`src/inc/fbp_pkg.sv`:
```
// package of constants for the feedback packet assembler
// assumes a single clock domain and no imports by its users
//
// Operation
// - feedback only answers endpoint 1 IN requests
// - packet never longer than 32 bytes
// - sixteen state bytes always lead packet
// - zero to sixteen result bytes follow
// - short packet when under 32, never zero length
// - push result on command error or attach
// - detect byte distinct, host scans for it
// - byte 0 carries three enable flags
// - bytes 1 to 6 mirror current settings
// - byte 8 carries six live status flags
// - bytes 9,10 active command, zero idle
// - bytes 11 to 13 buffer fill counts
// - test bytes 14,15, results from 16
package fbp_pkg;
  // ****************************************
  // packet layout
  // ****************************************
  localparam int unsigned STATE_BYTES   = 16;              // state section length
  localparam int unsigned RESULT_BYTES  = 16;              // result section maximum
  localparam int unsigned PACKET_MAX    = 32;              // whole packet maximum
  localparam logic [4:0]  OFS_ENABLE    = 5'h00;           // enable_flags
  localparam logic [4:0]  OFS_SPEED     = 5'h01;           // bus_speed_code
  localparam logic [4:0]  OFS_PULLDUR   = 5'h02;           // pullup_duration
  localparam logic [4:0]  OFS_PROGDUR   = 5'h03;           // program_pulse_duration
  localparam logic [4:0]  OFS_SLEW      = 5'h04;           // pulldown_slew_code
  localparam logic [4:0]  OFS_W1LOW     = 5'h05;           // write_one_low_time
  localparam logic [4:0]  OFS_SAMPLE    = 5'h06;           // sample_offset_recovery
  localparam logic [4:0]  OFS_TEST_A    = 5'h07;           // test_reserved_a
  localparam logic [4:0]  OFS_STATUS    = 5'h08;           // device_status_flags
  localparam logic [4:0]  OFS_CMD_LO    = 5'h09;           // active_command_low
  localparam logic [4:0]  OFS_CMD_HI    = 5'h0A;           // active_command_high
  localparam logic [4:0]  OFS_CMDFILL   = 5'h0B;           // command buffer fill
  localparam logic [4:0]  OFS_WRFILL    = 5'h0C;           // write buffer fill
  localparam logic [4:0]  OFS_RDFILL    = 5'h0D;           // read buffer fill
  localparam logic [4:0]  OFS_TEST_B    = 5'h0E;           // first trailing test byte
  localparam logic [4:0]  OFS_TEST_C    = 5'h0F;           // second trailing test byte
  localparam logic [4:0]  OFS_LAST      = 5'h1F;           // last offset a packet may hold
  localparam logic [4:0]  OFS_RESULT    = 5'h10;           // first result byte
  localparam logic [7:0]  RESERVED_BYTE = 8'h00;           // reserved reads zero
  localparam logic [3:0]  FEEDBACK_EP   = 4'h1;            // feedback endpoint
endpackage

```
`src/rtl/fbp_feedback.sv`:
```
// feedback packet assembler: answers IN requests with state then result bytes
// assumes a usb core that raises in_req for one cycle per IN token, takes one
// byte per tx_ready cycle while tx_valid, and ends the packet on tx_last
// assumes every pin input is synchronous to clk_sys and reset is asynchronous
// the result buffer holds DEPTH entries; pushes beyond that are dropped
`timescale 1ns/1ns
`default_nettype none
module fbp_feedback #(
  parameter int unsigned DEPTH = 16                 // result buffer entries
) (
  input  wire logic       clk_sys,                  // 20 MHz system clock
  input  wire logic       reset,                    // async reset, active high
  input  wire logic       in_req,                   // IN token seen, one pulse
  input  wire logic [3:0] in_ep,                    // endpoint of the token
  input  wire logic       tx_ready,                 // core accepts a byte
  output logic            tx_valid,                 // byte on tx_data is valid
  output logic [7:0]      tx_data,                  // packet byte
  output logic            tx_last,                  // last byte of the packet
  output logic            tx_zlp,                   // zero length answer, pulse
  input  wire logic       pullup_enable,            // enable flag bit 0
  input  wire logic       program_pulse_enable,     // enable flag bit 1
  input  wire logic       dynamic_pullup_enable,    // enable flag bit 2
  input  wire logic [7:0] bus_speed_code,           // setting byte 1
  input  wire logic [7:0] pullup_duration,          // setting byte 2
  input  wire logic [7:0] program_pulse_duration,   // setting byte 3
  input  wire logic [7:0] pulldown_slew_code,       // setting byte 4
  input  wire logic [7:0] write_one_low_time,       // setting byte 5
  input  wire logic [7:0] sample_offset_recovery,   // setting byte 6
  input  wire logic       pullup_active,            // status bit 0
  input  wire logic       program_pulse_active,     // status bit 1
  input  wire logic       high_voltage_present,     // status bit 2
  input  wire logic       external_power_mode,      // status bit 3
  input  wire logic       halted,                   // status bit 4
  input  wire logic       idle,                     // status bit 5
  input  wire logic [7:0] active_command_low,       // command byte 1
  input  wire logic [7:0] active_command_high,      // command byte 2
  input  wire logic [7:0] cmd_fill,                 // command buffer fill
  input  wire logic [7:0] write_fill,               // write buffer fill
  input  wire logic [7:0] read_fill,                // read buffer fill
  input  wire logic       result_push,              // error or attach event
  input  wire logic [7:0] result_code,              // code with result_push
  output logic [4:0]      result_count              // entries waiting
);
  localparam int unsigned AW = $clog2(DEPTH);       // pointer width

  // ****************************************
  // state machine and storage
  // ****************************************
  typedef enum logic [1:0] {FBP_IDLE, FBP_SEND} fbp_state_t;
  fbp_state_t       state_reg;                      // sender state
  logic [4:0]       pos_reg;                        // packet byte index
  logic [4:0]       len_reg;                        // packet length minus one
  logic [7:0]       mem [DEPTH];                    // result buffer
  logic [AW-1:0]    rd_reg;                         // read pointer
  logic [AW-1:0]    wr_reg;                         // write pointer
  logic [4:0]       cnt_reg;                        // entries held
  logic             tx_valid_reg;                   // output flop
  logic [7:0]       tx_data_reg;                    // output flop
  logic             tx_last_reg;                    // output flop
  logic             tx_zlp_reg;                     // output flop

  // ****************************************
  // decoding
  // ****************************************
  // state byte at a packet offset, reserved ones zero
  function automatic logic [7:0] state_byte(input logic [4:0] ofs);
    logic [7:0] b;
    b = fbp_pkg::RESERVED_BYTE;
    unique case (ofs)
      fbp_pkg::OFS_ENABLE:  b = {5'h00, dynamic_pullup_enable,
                                 program_pulse_enable, pullup_enable};
      fbp_pkg::OFS_SPEED:   b = bus_speed_code;
      fbp_pkg::OFS_PULLDUR: b = pullup_duration;
      fbp_pkg::OFS_PROGDUR: b = program_pulse_duration;
      fbp_pkg::OFS_SLEW:    b = pulldown_slew_code;
      fbp_pkg::OFS_W1LOW:   b = write_one_low_time;
      fbp_pkg::OFS_SAMPLE:  b = sample_offset_recovery;
      fbp_pkg::OFS_STATUS:  b = {2'h0, idle, halted, external_power_mode,
                                 high_voltage_present, program_pulse_active,
                                 pullup_active};
      fbp_pkg::OFS_CMD_LO:  b = idle ? 8'h00 : active_command_low;
      fbp_pkg::OFS_CMD_HI:  b = idle ? 8'h00 : active_command_high;
      fbp_pkg::OFS_CMDFILL: b = cmd_fill;
      fbp_pkg::OFS_WRFILL:  b = write_fill;
      fbp_pkg::OFS_RDFILL:  b = read_fill;
      default:              b = fbp_pkg::RESERVED_BYTE;
    endcase
    return b;
  endfunction

  wire logic       ep_hit   = in_req && (in_ep == fbp_pkg::FEEDBACK_EP);
  wire logic       take     = (state_reg == FBP_SEND) && tx_ready;        // byte leaves
  wire logic       is_res   = pos_reg[4];                                 // result area
  wire logic       pop      = take && is_res;
  wire logic       push_ok  = result_push && (cnt_reg < 5'(DEPTH));
  // result bytes in this packet, capped at sixteen
  wire logic [4:0] res_take = (cnt_reg > 5'(fbp_pkg::RESULT_BYTES)) ?
                              5'(fbp_pkg::RESULT_BYTES) : cnt_reg;
  // length minus one: 15 state bytes plus results, at most 31
  wire logic [4:0] len_next = 5'(fbp_pkg::STATE_BYTES - 1) + res_take;
  wire logic [4:0] pos_next = pos_reg + 5'h01;                            // next offset
  // state byte for the current offset; always_comb follows the inputs read
  // inside the function, which a plain assign calling it would miss
  logic [7:0]      state_now;                                             // state byte now
  always_comb begin
    state_now = state_byte(pos_reg);
  end
  wire logic [7:0] byte_next = is_res ? mem[rd_reg]
                                      : state_now;

  // ****************************************
  // sender
  // ****************************************
  // walk offsets from 0 to len; a packet under 32 ends early
  always_ff @(posedge clk_sys or posedge reset) begin
    if (reset) begin
      state_reg <= FBP_IDLE;
      pos_reg   <= 5'h00;
      len_reg   <= 5'h00;
    end else begin
      unique case (state_reg)
        // wait for a token on the feedback endpoint
        FBP_IDLE: begin
          if (ep_hit) begin
            state_reg <= FBP_SEND;
            pos_reg   <= fbp_pkg::OFS_ENABLE;
            len_reg   <= len_next;
          end
        end
        // one byte per accepted cycle, back to idle after offset len
        FBP_SEND: begin
          if (take) begin
            pos_reg <= pos_next;
            if (pos_reg == len_reg) begin
              state_reg <= FBP_IDLE;
            end
          end
        end
      endcase
    end
  end

  // ****************************************
  // result buffer
  // ****************************************
  // pointers and count; push and pop may meet in one cycle
  always_ff @(posedge clk_sys or posedge reset) begin
    if (reset) begin
      wr_reg  <= '0;
      rd_reg  <= '0;
      cnt_reg <= 5'h00;
    end else begin
      if (push_ok) begin
        wr_reg <= AW'(wr_reg + 1'b1);
      end
      if (pop) begin
        rd_reg <= AW'(rd_reg + 1'b1);
      end
      cnt_reg <= cnt_reg + 5'(push_ok) - 5'(pop);
    end
  end

  // storage written without reset
  always_ff @(posedge clk_sys) begin
    if (push_ok) begin
      // the detect byte is stored like any error code; its value alone marks it
      mem[wr_reg] <= result_code;
    end
  end

  // ****************************************
  // output flops
  // ****************************************
  // byte presented one cycle after the cycle in which the core takes it
  always_ff @(posedge clk_sys or posedge reset) begin
    if (reset) begin
      tx_valid_reg <= 1'b0;
      tx_data_reg  <= 8'h00;
      tx_last_reg  <= 1'b0;
      tx_zlp_reg   <= 1'b0;
    end else begin
      tx_valid_reg <= take;
      tx_data_reg  <= take ? byte_next : 8'h00;
      tx_last_reg  <= take && (pos_reg == len_reg);
      tx_zlp_reg   <= 1'b0;                                               // never needed: 16 state bytes always go
    end
  end

  assign tx_valid     = tx_valid_reg;
  assign tx_data      = tx_data_reg;
  assign tx_last      = tx_last_reg;
  assign tx_zlp       = tx_zlp_reg;
  assign result_count = cnt_reg;

  // ****************************************
  // checks
  // ****************************************
  // a token for another endpoint leaves the sender idle
  property p_ep_only;
    @(posedge clk_sys) disable iff (reset)
      (state_reg == FBP_IDLE && in_req && in_ep != fbp_pkg::FEEDBACK_EP) |=> state_reg == FBP_IDLE;
  endproperty
  a_ep_only: assert property (p_ep_only) else $error("feedback sent on wrong endpoint");

  // offset 31 is always the final byte, so no packet wraps past 32
  property p_len_max;
    @(posedge clk_sys) disable iff (reset) (take && pos_reg == fbp_pkg::OFS_LAST) |-> pos_reg == len_reg;
  endproperty
  a_len_max: assert property (p_len_max) else $error("packet longer than 32");

  // the sixteen state bytes are always part of the packet
  property p_len_min;
    @(posedge clk_sys) disable iff (reset) state_reg == FBP_SEND |-> len_reg >= 5'(fbp_pkg::STATE_BYTES - 1);
  endproperty
  a_len_min: assert property (p_len_min) else $error("packet shorter than state");

  // reserved enable bits read zero, pullup enable in bit 0
  property p_first_byte;
    @(posedge clk_sys) disable iff (reset)
      (take && pos_reg == fbp_pkg::OFS_ENABLE) |=> tx_data[7:3] == 5'h00 && tx_data[0] == $past(pullup_enable);
  endproperty
  a_first_byte: assert property (p_first_byte) else $error("enable byte wrong");

  // reserved status bits read zero, idle in bit 5
  property p_status;
    @(posedge clk_sys) disable iff (reset)
      (take && pos_reg == fbp_pkg::OFS_STATUS) |=> tx_data[7:6] == 2'h0 && tx_data[5] == $past(idle);
  endproperty
  a_status: assert property (p_status) else $error("status byte wrong");

  // an idle device reports no command
  property p_cmd_idle;
    @(posedge clk_sys) disable iff (reset)
      (take && idle && (pos_reg == fbp_pkg::OFS_CMD_LO || pos_reg == fbp_pkg::OFS_CMD_HI)) |=> tx_data == 8'h00;
  endproperty
  a_cmd_idle: assert property (p_cmd_idle) else $error("command byte not zero when idle");

  // test bytes always read zero
  property p_test_zero;
    @(posedge clk_sys) disable iff (reset)
      (take && (pos_reg == fbp_pkg::OFS_TEST_A || pos_reg == fbp_pkg::OFS_TEST_B ||
                pos_reg == fbp_pkg::OFS_TEST_C)) |=> tx_data == 8'h00;
  endproperty
  a_test_zero: assert property (p_test_zero) else $error("test byte not zero");

  // the final byte carries the end mark and the next cycle is empty
  property p_last;
    @(posedge clk_sys) disable iff (reset)
      (take && pos_reg == len_reg) |=> tx_last ##1 !tx_valid;
  endproperty
  a_last: assert property (p_last) else $error("packet end missing");

  // a result byte sent leaves the buffer
  property p_pop;
    @(posedge clk_sys) disable iff (reset)
      (pop && !push_ok) |=> cnt_reg == $past(cnt_reg) - 5'h01;
  endproperty
  a_pop: assert property (p_pop) else $error("sent result not removed");

  // an accepted event adds one entry
  property p_push;
    @(posedge clk_sys) disable iff (reset)
      (push_ok && !pop) |=> cnt_reg == $past(cnt_reg) + 5'h01;
  endproperty
  a_push: assert property (p_push) else $error("result not stored");

  // a token taken while idle opens a packet at offset zero
  property p_new_packet;
    @(posedge clk_sys) disable iff (reset)
      (state_reg == FBP_IDLE && ep_hit) |=> state_reg == FBP_SEND && pos_reg == fbp_pkg::OFS_ENABLE;
  endproperty
  a_new_packet: assert property (p_new_packet) else $error("packet does not start at offset zero");

  // all three enable flags in their bit places
  property p_enable_bits;
    @(posedge clk_sys) disable iff (reset)
      (take && pos_reg == fbp_pkg::OFS_ENABLE) |=> tx_data[2:0] == {$past(dynamic_pullup_enable),
                                                    $past(program_pulse_enable), $past(pullup_enable)};
  endproperty
  a_enable_bits: assert property (p_enable_bits) else $error("enable flags misplaced");

  // speed code mirrored as it stands
  property p_speed;
    @(posedge clk_sys) disable iff (reset)
      (take && pos_reg == fbp_pkg::OFS_SPEED) |=> tx_data == $past(bus_speed_code);
  endproperty
  a_speed: assert property (p_speed) else $error("speed code not mirrored");

  // last setting byte mirrored as it stands
  property p_sample;
    @(posedge clk_sys) disable iff (reset)
      (take && pos_reg == fbp_pkg::OFS_SAMPLE) |=> tx_data == $past(sample_offset_recovery);
  endproperty
  a_sample: assert property (p_sample) else $error("sample offset not mirrored");

  // live status flags in their bit places
  property p_status_bits;
    @(posedge clk_sys) disable iff (reset)
      (take && pos_reg == fbp_pkg::OFS_STATUS) |=> tx_data[4:0] == {$past(halted), $past(external_power_mode),
                              $past(high_voltage_present), $past(program_pulse_active), $past(pullup_active)};
  endproperty
  a_status_bits: assert property (p_status_bits) else $error("status flags misplaced");

  // a busy device reports the high byte of the command it runs
  property p_cmd_busy;
    @(posedge clk_sys) disable iff (reset)
      (take && !idle && pos_reg == fbp_pkg::OFS_CMD_HI) |=> tx_data == $past(active_command_high);
  endproperty
  a_cmd_busy: assert property (p_cmd_busy) else $error("running command not reported");

  // read buffer fill passed through
  property p_fills;
    @(posedge clk_sys) disable iff (reset)
      (take && pos_reg == fbp_pkg::OFS_RDFILL) |=> tx_data == $past(read_fill);
  endproperty
  a_fills: assert property (p_fills) else $error("fill count not reported");

  // a push into a full buffer is dropped
  property p_full_drop;
    @(posedge clk_sys) disable iff (reset)
      (result_push && cnt_reg == 5'(DEPTH) && !pop) |=> cnt_reg == 5'(DEPTH);
  endproperty
  a_full_drop: assert property (p_full_drop) else $error("full buffer overrun");

  // the length fixed at the token holds to the packet end
  property p_hold_len;
    @(posedge clk_sys) disable iff (reset)
      (state_reg == FBP_SEND && !(take && pos_reg == len_reg)) |=> state_reg == FBP_SEND && $stable(len_reg);
  endproperty
  a_hold_len: assert property (p_hold_len) else $error("packet length changed while sending");

  // every end mark rides on a valid byte
  property p_last_valid;
    @(posedge clk_sys) disable iff (reset) tx_last |-> tx_valid;
  endproperty
  a_last_valid: assert property (p_last_valid) else $error("end mark without byte");

  // each byte sent from the buffer advances the read side by one
  property p_res_order;
    @(posedge clk_sys) disable iff (reset)
      pop |=> rd_reg == AW'($past(rd_reg) + 1'b1);
  endproperty
  a_res_order: assert property (p_res_order) else $error("result order broken");
endmodule
`default_nettype wire

```
`config.mk`:
```
export PLATFORM = sky130hd
export DESIGN_NAME = fbp_feedback
export DESIGN_NICKNAME = d
export VERILOG_FILES = /design/src/inc/fbp_pkg.sv /design/src/rtl/fbp_feedback.sv
export SDC_FILE = /design/constraint.sdc
export NUM_CORES = 1
export LEC_CHECK = 0
export ABC_AREA = 1
export BUFFER_PORTS_ARGS = -buffer_cell sky130_fd_sc_hd__buf_2
export CORE_MARGIN = 5
export CORE_UTILIZATION = 52
export DETAILED_ROUTE_END_ITERATION = 8
export HOLD_SLACK_MARGIN = 0.08
export PLACE_DENSITY = 0.8
export SYNTH_ARGS = -nofsm -noshare
export SYNTH_HDL_FRONTEND = slang
export SYNTH_SLANG_ARGS = --single-unit
```
`constraint.sdc`:
```
create_clock -name clk_sys -period 3.3 [get_ports clk_sys]
set_input_delay 0.165 -clock clk_sys [delete_from_list [all_inputs] [get_ports clk_sys]]
set_output_delay 0.165 -clock clk_sys [all_outputs]
set_load 0.005 [all_outputs]
```
Yosys cells after proc, flatten, opt, wreduce, memory -nomap -nowiden
Memory sizes are Yosys's and may differ from the RTL's.
Index checks and enable logic that the tools add are counted.
{"block": "totals", "word_cells": 61, "ram_bits": 128, "out_inout_bits": 16, "register_bits": 35, "input_bits": 114, "mem_count": 1}
{"block": "op_classes", "magnitude_cmp": 2, "reduce_logical": 10, "mux": 15, "add_sub_neg": 6, "n_eq_ne": 18}
{"memory": "mem", "depth": 16, "width": 8, "rd": 1, "rd_ports_with_merged_regs": 0, "write_ports": 1, "line": "fbp_feedback.sv:53", "rtl": "logic [7:0] mem [DEPTH];"}
{"op": "$pmux 8 s13", "n": 1}
{"op": "$mux 8", "n": 4}
{"op": "$eq 5x4->1 const B", "n": 6}
{"op": "$eq 5x3->1 const B", "n": 3}
{"op": "$mux 5", "n": 3}
{"op": "$eq 5x2->1 const B", "n": 2}
{"op": "$pmux 5 s2", "n": 1}
{"op": "$add 4x1->4 const B", "n": 2}
{"op": "$mux 2", "n": 3}
{"op": "$add 4x5->5 const A", "n": 1}
{"op": "$add 5x1->5", "n": 1}
{"op": "$add 5x1->5 const B", "n": 1}
{"op": "$eq 5x1->1 const B", "n": 1}
{"op": "$eq 5x5->1", "n": 1}
{"op": "$gt 5x5->1 const B", "n": 1}
{"op": "$logic_and 1x1->1", "n": 5}
{"op": "$logic_not 5->1", "n": 1}
{"op": "$lt 5x5->1 const B", "n": 1}
{"op": "$sub 5x1->5", "n": 1}
{"op": "$eq 4x1->1 const B", "n": 1}
{"op": "$ne 2x2->1 const B", "n": 2}
{"op": "$pmux 2 s2", "n": 1}
{"op": "$reduce_and 2->1", "n": 2}
{"op": "$reduce_and 3->1", "n": 1}
{"op": "4 further kinds", "n": 5}

Depth between registers and ports, before layout
Gate-level depths: netlist of run 1.
{"block": "depth", "word_depth": 4, "ltp_mapped": 13, "depth_no_buf": 12}

Worst setup path after synthesis of run 1
No wires, ideal clock.
{"block": "synth_timing", "kind": "reg-to-reg", "from": "reg pos_reg[4]", "to": "reg cnt_reg[4] (netlist: result_count[4])", "path_buffers": 2, "t_arrival_ns": 2.248, "setup_time_ns": 0.128, "path_stages_with_launch": 13, "required_ns": 3.172, "synth_period_minus_slack_ns": 2.376, "slack_ns": 0.924, "path_cell_list": "dfrtp_1 > buf_2 > inv_1 > buf_2 > nor2_1 > ha_1 > inv_1 > ha_1 > inv_1 > fa_1 > o21ai_0 > a21oi_1 > xor2_1"}
{"block": "synth_between", "elab_chain_cells": 2}
{"element": "from (decl)", "line": "fbp_feedback.sv:51", "rtl": "logic [4:0] pos_reg;"}
{"element": "from (signal assigned)", "line": "fbp_feedback.sv:126", "rtl": "pos_reg <= fbp_pkg::OFS_ENABLE;"}
{"element": "from (signal assigned)", "line": "fbp_feedback.sv:133", "rtl": "pos_reg <= pos_next;"}
{"element": "$logic_and 1x1->1", "line": "fbp_feedback.sv:94", "rtl": "wire logic pop = take && is_res;"}
{"element": "net pop", "line": "fbp_feedback.sv:94"}
{"element": "$sub 5x1->5", "line": "fbp_feedback.sv:159", "rtl": "cnt_reg <= cnt_reg + 5'(push_ok) - 5'(pop);"}
{"element": "to (signal assigned)", "line": "fbp_feedback.sv:159"}
{"element": "to (decl)", "line": "fbp_feedback.sv:56", "rtl": "logic [4:0] cnt_reg;"}
The timed path passes the listed nets, and every way through them passes these cells.
A chain may end at the register's enable or synchronous reset.

Worst setup path after layout of run 1
Same ends and word-level chain as after synthesis.

==> metrics.md, run 1 <==
| Metric | Value |
|---|---|
| Run status | `finished, final reports clean` |
| CTS Buffer Depth | `2` |
| Mux contribution to synthesized area | `0%` |
| Resized Gates After CTS | `0` |
| CP peak stage delay | `0.65 ns` |
| # IOs | `130` |
| Worst slew margin | `43.1%` |
| Main combinational cell family by area after synthesis | `simple AND/OR/NAND/NOR gates` |
| Later-pin clock latency in the skew report | `0.43 ns` |
| Clock share of power | `25.8%` |
| # rows | `45` |
| CTS buffer count | `17` |
| GPL Wtd Cong | `0.869` |
| Nets | `1,115` |
| Synth Instances | `862` |
| CP dominant cell by count | `inv_1` |
| Vias per cell | `5.44` |
| Simple-gate share of the synthesized area | `29.6%` |
| Max Cap Viol | `0` |
| Final Setup Violations | `0` |
| Clock skew | `0.00829 ns` |
| RSZ-0062 raised after global routing | `no` |
| FMAX | `0.372 GHz` |
| M2 GR Usage | `38.9%` |
| Clock Tree Root | `clkbuf_16` |
| N_diodes | `0` |
| Setup TNS | `0 ns` |
| GR Layer Usage met3 | `5.55%` |
| Final hold vios | `0` |
| Max Slew Vio Count | `0` |
| Cells on worst reg2reg path | `10` |
| Die Ht | `133 um` |
| WP data arrival | `2.99 ns` |
| Initial antenna violation count | `0` |
| Grt peak-use layer | `met2` |
| Adder-cell share of the synthesized area | `2.80%` |
| DRT Pass-1 Iters | `5` |
| Synth Area in Compound Gates | `1.72%` |
| Die area | `17,700 um2` |
| Core Footprint | `15,000 um2` |
| Flop2flop setup slack | `0.61 ns` |
| Pint | `0.00439 W` |
| Worst R2R End | `result_count[4]` |
| Seq pwr share | `37.5%` |
| Final wirelength | `20,200 um` |
| Mapped Area | `7870 um2` |
| Crit path kind | `reg2reg` |
| HP Start | `result_push` |
| Via Count | `6,448` |
| Synth Register Bits | `162` |
| Layout cells sized above 1 | `17.7%` |
| Hold EP | `wr_reg[0]` |
| Gr ovfl total | `0` |
| GRT Overall Usage | `22.7%` |
| CTS tree | `yes` |
| IO Port Bufs | `128` |
| Iter 0 DRT Violations | `464` |
| Worst-path clk slew | `0.06 ns` |
| Post-Synth XOR/XNOR Area | `1.67%` |
| Crit start category | `flop` |
| VDD IR max | `400 uV` |
| Slowest CP cell | `dfrtp_1` |
| Hpwl dp | `13,700 um` |
| Tightest Pin Transition | `0.850 ns` |
| Met1 Track Usage GR | `27.2%` |
| Area growth, synth to finish | `17.2%` |
| Worst hold path type | `in2reg` |
| Starting Density | `52.3%` |
| Final Util | `61.3%` |
| Gate power share | `36.7%` |
| Largest net degree at the start of global routing | `68` |
| Seq/Total Area, Yosys | `59.7%` |
| Drt drc | `0` |
| Cells along the critical path | `inv_1 -> nor2_1 -> ha_1 -> inv_1 -> ha_1 -> inv_1 -> fa_1 -> o21ai_0 -> a21oi_1 -> xor2_1` |
| Lkg Pwr | `4.08 nW` |
| Die W | `133 um` |
| Netlist cell types | `29` |
| H-tree Lvls | `4` |
| Routed wire per std cell | `17.1 um` |
| Clock tree sinks | `162` |
| Critical Path Sink Type | `flop` |
| WHS Path Cells | `3` |
| Pwr Density | `778 nW/um2` |
| Vias in the first global route | `6,115` |
| Filler instances | `1,230` |
| Synth Net Count | `993` |
| Average size of a mapped cell | `9.13 um2` |
| R2R Path Start | `pos_reg[4]` |
| Max reg flops | `128` |
| Minimum clock period after layout | `2.69 ns` |
| Synth warnings | `0` |
| First-pass GRT wire length | `31,300 um` |
| ANT nets after route | `0` |
| P_sw | `0.00278 W` |
| CP required | `3.60 ns` |
| Period utilisation layout | `81.4%` |
| Crit path max fanout | `15` |
| Sw Share | `38.8%` |
-- stage by stage --
stage	area [um2]	std cells	power (W)	hold slack [ns]	setup WS, ns
after floorplan	7870	862	0.00454	0.264	0.924
after global placement	8660	1152	0.00526	0.301	0.723
after detailed placement	8660	1152	0.00533	0.298	0.630
after CTS	9220	1185	0.00719	0.104	0.609
after global routing	9220	1185	0.00764	0.110	0.378
final	9220	1185	0.00717	0.102	0.614
-- layout by cell type, fill, tap and decap left out --
| cell type | instances |
|---|---|
| nand2_1 | 294 |
| o21ai_0 | 16 |
| o31ai_1 | 1 |
| clkinv_2 | 2 |
| inv_1 | 44 |
| nand3_1 | 159 |
| buf_2 | 128 |
| and3b_1 | 1 |
| edfxtp_1 | 128 |
| ha_1 | 16 |
| nand2_2 | 1 |
| nand4_1 | 8 |
| clkbuf_1 | 1 |
| conb_1 | 1 |
| o32ai_1 | 1 |
| dfrtp_1 | 33 |
| clkinv_1 | 3 |
| a21oi_1 | 4 |
| nor2_2 | 3 |
| xor2_1 | 11 |
| o22ai_1 | 2 |
| bufinv_16 | 1 |
| nor2_1 | 87 |
| inv_6 | 6 |
| buf_4 | 11 |
| clkinvlp_4 | 3 |
| nor3_1 | 3 |
| dfrtp_2 | 1 |
| and3_1 | 1 |
| a31oi_1 | 1 |
| xnor2_1 | 4 |
| clkinv_4 | 1 |
| fa_1 | 1 |
| inv_2 | 2 |
| clkbuf_16 | 17 |
| dlygate4sd3_1 | 1 |
-- repair_timing --
| action | in CTS | in global routing |
|---|---|---|
| hold endpoints to repair | 34 | 0 |
| hold buffers | 1 | 0 |
| endpoints found under the setup margin | 0 | 0 |
| setup buffers | 0 | 0 |
-- area by class of cell --
type / instances / area (um2) / area share, %
Sequential cell: 162 / 4700 / 50.9
Inverter: 48 / 180 / 1.95
Timing Repair Buffer: 140 / 733 / 7.95
Multi-Input combinational cell: 615 / 2820 / 30.6
Clock inverter: 14 / 128 / 1.38
Clock buffer: 18 / 429 / 4.65
Tap cell: 188 / 235 / 2.55
-- how the worst max path moves through the flow --
| stage | cells past startpoint | startpoint | to |
|---|---|---|---|
| floorplan | 12 | pos_reg[4] | result_count[4] |
| global placement | 10 | pos_reg[4] | result_count[4] |
| detailed placement | 10 | pos_reg[4] | result_count[4] |
| CTS | 10 | pos_reg[4] | result_count[4] |
| global route | 10 | pos_reg[4] | result_count[4] |
| finish | 10 | pos_reg[4] | result_count[4] |
-- layer usage --
layer	routed length, um	vias to the layer above	part of all wire (%)
met3	1930	52	9.5
met4	682	0	3.4
met2	9910	361	49
li1	-	3121	-
met1	7730	2914	38
met5	0	-	0
-- synthesized netlist by cell type --
cell      instances  area, um2
o32ai_1           1       8.76
xor2_1           11       96.3
a31oi_1           1       6.26
nand3_1         159        796
ha_1             16        200
inv_1            44        165
a21oi_1           4       20.0
buf_4             3       22.5
edfxtp_1        128       3840
inv_2             2       7.51
nand2_2           1       6.26
nand2_1         294       1100
conb_1            1       3.75
xnor2_1           4       35.0
and3b_1           1       8.76
nor2_1           87        327
and3_1            1       6.26
nor2_2            3       18.8
dfrtp_1          34        851
o21ai_0          16       80.1
o31ai_1           1       7.51
clkinv_1          2       7.51
nand4_1           8       50.1
nor3_1            3       15.0
buf_2            16       80.1
o22ai_1           2       12.5
clkbuf_1         15       56.3
buf_1             3       11.3
fa_1              1       20.0
-- kinds of logic after synthesis --
kind of cell / after synthesis
AO/OA/AOI/OAI: 25
XOR/XNOR: 15
adder cells (fa/ha/maj): 17
buffers and inverters: 85
flip-flops: 162
other: 1
AND/OR/NAND/NOR: 557
-- power by group through the flow --
stage          combinational, W  clock, W  sequential (W)
2_1_floorplan           0.00189         0         0.00265
3_3_place_gp            0.00255         0         0.00271
3_5_place_dp            0.00260         0         0.00273
4_1_cts                 0.00264   0.00186         0.00269
5_1_grt                 0.00296   0.00196         0.00272
6_report                0.00263   0.00185         0.00269
-- worst max-delay path, delay by kind of cell, from the launching register on --
kind / cells / cell delay (ns)
adder cells (fa/ha/maj): 3 / 0.87
flip-flops: 1 / 0.65
AND/OR/NAND/NOR: 1 / 0.36
AO/OA/AOI/OAI: 2 / 0.31
buffers and inverters: 3 / 0.24
XOR/XNOR: 1 / 0.15
(Power assumes the default switching activity.)
==> inputs of run 2 (changes only) <==
==> constraint.sdc (replaced) <==
create_clock -name clk_sys -period 2.5 [get_ports clk_sys]
set_input_delay 0.125 -clock clk_sys [delete_from_list [all_inputs] [get_ports clk_sys]]
set_output_delay 0.125 -clock clk_sys [all_outputs]
set_load 0.005 [all_outputs]
==> metrics.md, run 2 (synthesized netlist as in run 1, its figures left out) <==
| Metric | Value |
|---|---|
| CP dominant cell by count | `inv_1` |
| CTS buffer count | `17 (unchanged)` |
| Initial antenna violation count | `0 (unchanged)` |
| CTS tree | `yes` |
| Filler instances | `1,194 (-2.9%)` |
| Post-CTS Hold Fix Bufs | `2 (+1)` |
| Iter 0 DRT Violations | `535 (+15%)` |
| Starting Density | `52.3% (unchanged)` |
| CTS Buffer Depth | `2 (unchanged)` |
| Hold slack final | `0.122 ns (+0.0206 ns)` |
| Vias per cell | `5.48 (+0.67%)` |
| RSZ-0062 raised after global routing | `no` |
| Largest net degree at the start of global routing | `65 (-4.4%)` |
| IO Port Bufs | `128 (unchanged)` |
| Crit path max fanout | `9 (-6)` |
| Resized Gates After CTS | `0 (unchanged)` |
| Lkg Pwr | `4.22 nW (+3.3%)` |
| Final Setup Violations | `0 (unchanged)` |
| Max reg flops | `128 (unchanged)` |
| Period utilisation layout | `88.4% (+7.0 points)` |
| Gr ovfl total | `0 (unchanged)` |
| Setup TNS | `0 ns (unchanged)` |
| FMAX | `0.452 GHz (+22%)` |
| Most frequent cells in the layout | `nand2_1 (294), nand3_1 (159), buf_2 (128), edfxtp_1 (128), nor2_1 (87)` |
| Crit path kind | `reg2reg` |
| N_diodes | `0 (unchanged)` |
| Worst-path clk slew | `0.06 ns (about the same)` |
| Hpwl dp | `14,200 um (+4.1%)` |
| DRT Pass-1 Iters | `5 (unchanged)` |
| Die area | `17,700 um2 (unchanged)` |
| Via Count | `6,584 (+2.1%)` |
| Die W | `133 um (unchanged)` |
| ANT nets after route | `0 (unchanged)` |
| CP peak stage delay | `0.46 ns (-0.19 ns)` |
| Area of the multi-input gates | `2820 um2 (unchanged)` |
| WP data arrival | `2.51 ns (-0.48 ns)` |
| Clock Tree Root | `clkbuf_16` |
| Run status | `finished, final reports clean` |
| VDD IR max | `466 uV (+17%)` |
| Drt drc | `0 (unchanged)` |
| Crit start category | `flop` |
| CP required | `2.80 ns (-0.80 ns)` |
| Pwr Density | `1040 nW/um2 (+33%)` |
| Tightest Pin Transition | `0.750 ns (-0.0999 ns)` |
| Layout cells sized above 1 | `18.9% (+1.3 points)` |
| Commonest non-fill, non-tap cell in the layout | `nand2_1` |
| Place WS | `0.301 ns (-0.330 ns)` |
| Worst Slack Setup Final | `0.290 ns (-0.324 ns)` |
| GRT Overall Usage | `24.2% (+1.5 points)` |
| Vias in the first global route | `6,521 (+6.6%)` |
| # IOs | `130 (unchanged)` |
| Worst hold path type | `in2reg` |
| Area growth, synth to finish | `20.1%` |
| Later-pin clock latency in the skew report | `0.42 ns (about the same)` |
| Die Ht | `133 um (unchanged)` |
| Clock tree sinks | `162 (unchanged)` |
| Worst slew margin | `49.8% (+6.7 points)` |
| Max Slew Vio Count | `0 (unchanged)` |
| Slowest CP cell | `dfrtp_1` |
| Setup Buffers After CTS | `0 (unchanged)` |
| First-pass GRT wire length | `33,400 um (+6.9%)` |
| Final wirelength | `21,100 um (+4.1%)` |
| Final hold vios | `0 (unchanged)` |
| # rows | `45 (unchanged)` |
| Nets | `1,133 (+1.6%)` |
| Critical Path Sink Type | `flop` |
| Reg area | `4700 um2 (unchanged)` |
| Routed wire per std cell | `17.5 um (+2.6%)` |
| Overall power | `0.00980 W (+37%)` |
| H-tree Lvls | `4 (unchanged)` |
| GPL Wtd Cong | `0.959 (+10%)` |
| Minimum clock period after layout | `2.21 ns (-0.476 ns)` |
| Core Footprint | `15,000 um2 (unchanged)` |
| Clock skew | `0.00735 ns (-0.000945 ns)` |
| Max Cap Viol | `0 (unchanged)` |
| Cells along the critical path | `inv_1 -> nand2_1 -> ha_1 -> inv_1 -> ha_1 -> inv_1 -> fa_1 -> o21ai_0 -> a21oi_1 -> xor2_1` |
run 2: final timing paths:
check	start	endpoint	slack, ns	cells after the start
worst max-delay path	result_count[4]	result_count[4]	0.29	10
worst min-delay path	result_code[4]	mem[3][4]	0.12	1
worst max register to register	result_count[4]	result_count[4]	0.29	10
worst min register to register	len_reg[4]	len_reg[4]	0.52	2
max in group asynchronous	reset	rd_reg[0]	1.80	4
min in group asynchronous	reset	result_count[3]	0.35	4
run 2: per-stage QoR:
step,util [%],instance area [um2],cells
finish,62.8,9440,1202
global route,62.8,9440,1202
CTS,62.8,9440,1202
detailed placement,58.6,8810,1169
global placement,58.6,8810,1169
floorplan,-,7870,862
run 2: layout make-up:
type	count	area share [%]
clock buffer	18	4.54
clock inverter	13	1.97
sequential	162	49.7
tap	188	2.49
inverter	48	1.91
timing repair buffer	158	9.49
multi-input combinational	615	29.9
run 2: layer usage:
layer  up-vias  track usage [%]  part of all wire (%)
met5         -                0                     0
met4         0             11.4                   3.6
met3        60             5.63                   8.8
met2       339             42.6                    50
met1      3033             27.9                    38
li1       3152                -                     -
run 2: power by group:
part           internal [W]  switching, W
Combinational       0.00120       0.00235
Sequential          0.00327      0.000282
Clock               0.00167       0.00102
run 2: worst max-delay path: cells and delay by family (launching register included):
kind / cells / cell delay (ns)
adder cells (fa/ha/maj): 3 / 0.84
flip-flops: 1 / 0.46
buffers and inverters: 3 / 0.23
AND/OR/NAND/NOR: 1 / 0.11
AO/OA/AOI/OAI: 2 / 0.28
XOR/XNOR: 1 / 0.15
==> inputs of run 3 (changes only) <==
--- a/config.mk
+++ b/config.mk
@@ -8,10 +8,10 @@
 export ABC_AREA = 1
 export BUFFER_PORTS_ARGS = -buffer_cell sky130_fd_sc_hd__buf_2
 export CORE_MARGIN = 5
-export CORE_UTILIZATION = 52
+export CORE_UTILIZATION = 25
 export DETAILED_ROUTE_END_ITERATION = 8
 export HOLD_SLACK_MARGIN = 0.08
-export PLACE_DENSITY = 0.8
+export PLACE_DENSITY = 0.48
 export SYNTH_ARGS = -nofsm -noshare
 export SYNTH_HDL_FRONTEND = slang
 export SYNTH_SLANG_ARGS = --single-unit
==> metrics.md, run 3 (synthesized netlist as in run 1, its figures left out) <==
| Metric | Value |
|---|---|
| Run status | `finished, final reports clean` |
| Later-pin clock latency in the skew report | `0.42 ns (about the same)` |
| Filler instances | `3,313 (+180%)` |
| CTS buffer count | `17 (unchanged)` |
| Setup TNS | `0 ns (unchanged)` |
| Max Cap Viol | `0 (unchanged)` |
| WP data arrival | `2.51 ns (about the same)` |
| GPL Wtd Cong | `0.912 (-4.9%)` |
| Hpwl dp | `16,500 um (+16%)` |
| # IOs | `130 (unchanged)` |
| Worst slew margin | `51.5% (+1.7 points)` |
| Drt drc | `0 (unchanged)` |
| Nets | `1,138 (+0.44%)` |
| Clock Tree Root | `clkbuf_16` |
| Commonest non-fill, non-tap cell in the layout | `nand2_1` |
| Die W | `187 um (+41%)` |
| IO Port Bufs | `128 (unchanged)` |
| Cells on worst reg2reg path | `10 (unchanged)` |
| Clock tree sinks | `162 (unchanged)` |
| GRT Overall Usage | `13.5% (-11 points)` |
| Clock skew | `0.00963 ns (+0.00228 ns)` |
| RSZ-0062 raised after global routing | `no` |
| VDD IR max | `505 uV (+8.6%)` |
| # rows | `65 (+44%)` |
| Cells along the critical path | `inv_1 -> nand2_1 -> ha_1 -> inv_1 -> ha_1 -> inv_1 -> fa_1 -> o21ai_0 -> a21oi_1 -> xor2_1` |
| Minimum clock period after layout | `2.21 ns (+0.00167 ns)` |
| CP peak stage delay | `0.47 ns (about the same)` |
| Post-CTS Hold Fix Bufs | `2 (unchanged)` |
| Worst hold path type | `in2reg` |
| Vias per cell | `4.51 (-18%)` |
| Final wirelength | `23,900 um (+13%)` |
| Critical Path Sink Type | `flop` |
| Hold slack final | `0.129 ns (+0.00642 ns)` |
| CTS Buffer Depth | `2 (unchanged)` |
| Pwr Density | `1030 nW/um2 (-0.75%)` |
| Crit start category | `flop` |
| Routed wire per std cell | `16.8 um (-4.2%)` |
| Tightest Pin Transition | `0.723 ns (-0.0274 ns)` |
| Die area | `35,100 um2 (+99%)` |
| CTS tree | `yes` |
| Area growth, synth to finish | `24.2%` |
| Core Footprint | `31,300 um2 (+110%)` |
| Starting Density | `25.1% (-27 points)` |
| Crit path kind | `reg2reg` |
| ANT nets after route | `0 (unchanged)` |
| Max Slew Vio Count | `0 (unchanged)` |
| Largest net degree at the start of global routing | `65 (unchanged)` |
| Max reg flops | `128 (unchanged)` |
| First-pass GRT wire length | `37,300 um (+12%)` |
| FMAX | `0.452 GHz (about the same)` |
| Setup Buffers After CTS | `0 (unchanged)` |
| Crit path max fanout | `9 (unchanged)` |
| Resized Gates After CTS | `0 (unchanged)` |
| Initial antenna violation count | `0 (unchanged)` |
| Final Setup Violations | `0 (unchanged)` |
| Flop2flop setup slack | `0.29 ns (about the same)` |
| CP dominant cell by count | `inv_1` |
| N_diodes | `0 (unchanged)` |
| Iter 0 DRT Violations | `414 (-23%)` |
| Vias in the first global route | `6,508 (-0.20%)` |
| Layout cells sized above 1 | `19.4% (+0.48 points)` |
| Lkg Pwr | `4.26 nW (+0.89%)` |
| Worst-path clk slew | `0.06 ns (about the same)` |
| Slowest CP cell | `dfrtp_1` |
| H-tree Lvls | `4 (unchanged)` |
| Most frequent cells in the layout | `nand2_1 (294), nand3_1 (159), buf_2 (128), edfxtp_1 (128), nor2_1 (87)` |
| Via Count | `6,420 (-2.5%)` |
| Gr ovfl total | `0 (unchanged)` |
| Period utilisation layout | `88.5% (about the same)` |
| DRT Pass-1 Iters | `5 (unchanged)` |
| WHS Path Cells | `1 (unchanged)` |
| Die Ht | `187 um (+41%)` |
| CP required | `2.80 ns (about the same)` |
| Final hold vios | `0 (unchanged)` |
[run 3: changes by cell type in the layout (fill, tap and decap cells not counted), sizes merged]
cell,delta
buf,+5
bufinv,+1
[run 3: worst max-delay path, delay by kind of cell (launching register included)]
kind	cells	cell delay, ns
AOI/OAI and AO/OA	2	0.29
xor gates and xnor gates	1	0.14
buffers and inverters	3	0.25
DFF	1	0.47
and+or+nand+nor	1	0.11
adders and majority gates	3	0.85
[run 3: report_power, final]
| group | switching [W] | internal (W) |
|---|---|---|
| logic | 0.00250 | 0.00123 |
| clock network | 0.00105 | 0.00177 |
| registers | 0.000239 | 0.00327 |
[run 3: cell type report]
class / instances / area, um2 / area share, %
flip-flops and latches: 162 / 4700 / 48.0
multi-input cells: 615 / 2820 / 28.9
repair buffers: 163 / 933 / 9.55
well taps: 402 / 503 / 5.15
clock buffers: 18 / 429 / 4.39
clock inverters: 14 / 210 / 2.15
inverters: 48 / 180 / 1.84
[run 3: final timing paths]
check,startpoint,end
max in group asynchronous,reset,rd_reg[0]
min in group asynchronous,reset,result_count[2]
min reg2reg,len_reg[0],len_reg[0]
max,result_count[4],result_count[4]
min,result_code[7],mem[6][7]
max reg2reg,result_count[4],result_count[4]
[run 3: per-stage QoR]
step	worst slack [ns]	cell area [um2]	utilization, %	total power, W	std cells
floorplan	0.124	7870	-	0.00599	862
global placement	0.336	9110	29.1	0.00734	1388
detailed placement	0.289	9110	29.1	0.00735	1388
CTS	0.272	9770	31.2	0.0102	1422
global route	0.0906	9770	31.2	0.0108	1422
finish	0.288	9770	31.2	0.0101	1422
[run 3: metal layers]
metal	vias up	track usage, %	part of all wire (%)
met2	223	22.2	46
met4	0	3.39	1.7
li1	3160	-	-
met1	3009	17.6	45
met5	-	0	0
met3	28	3.84	7.0
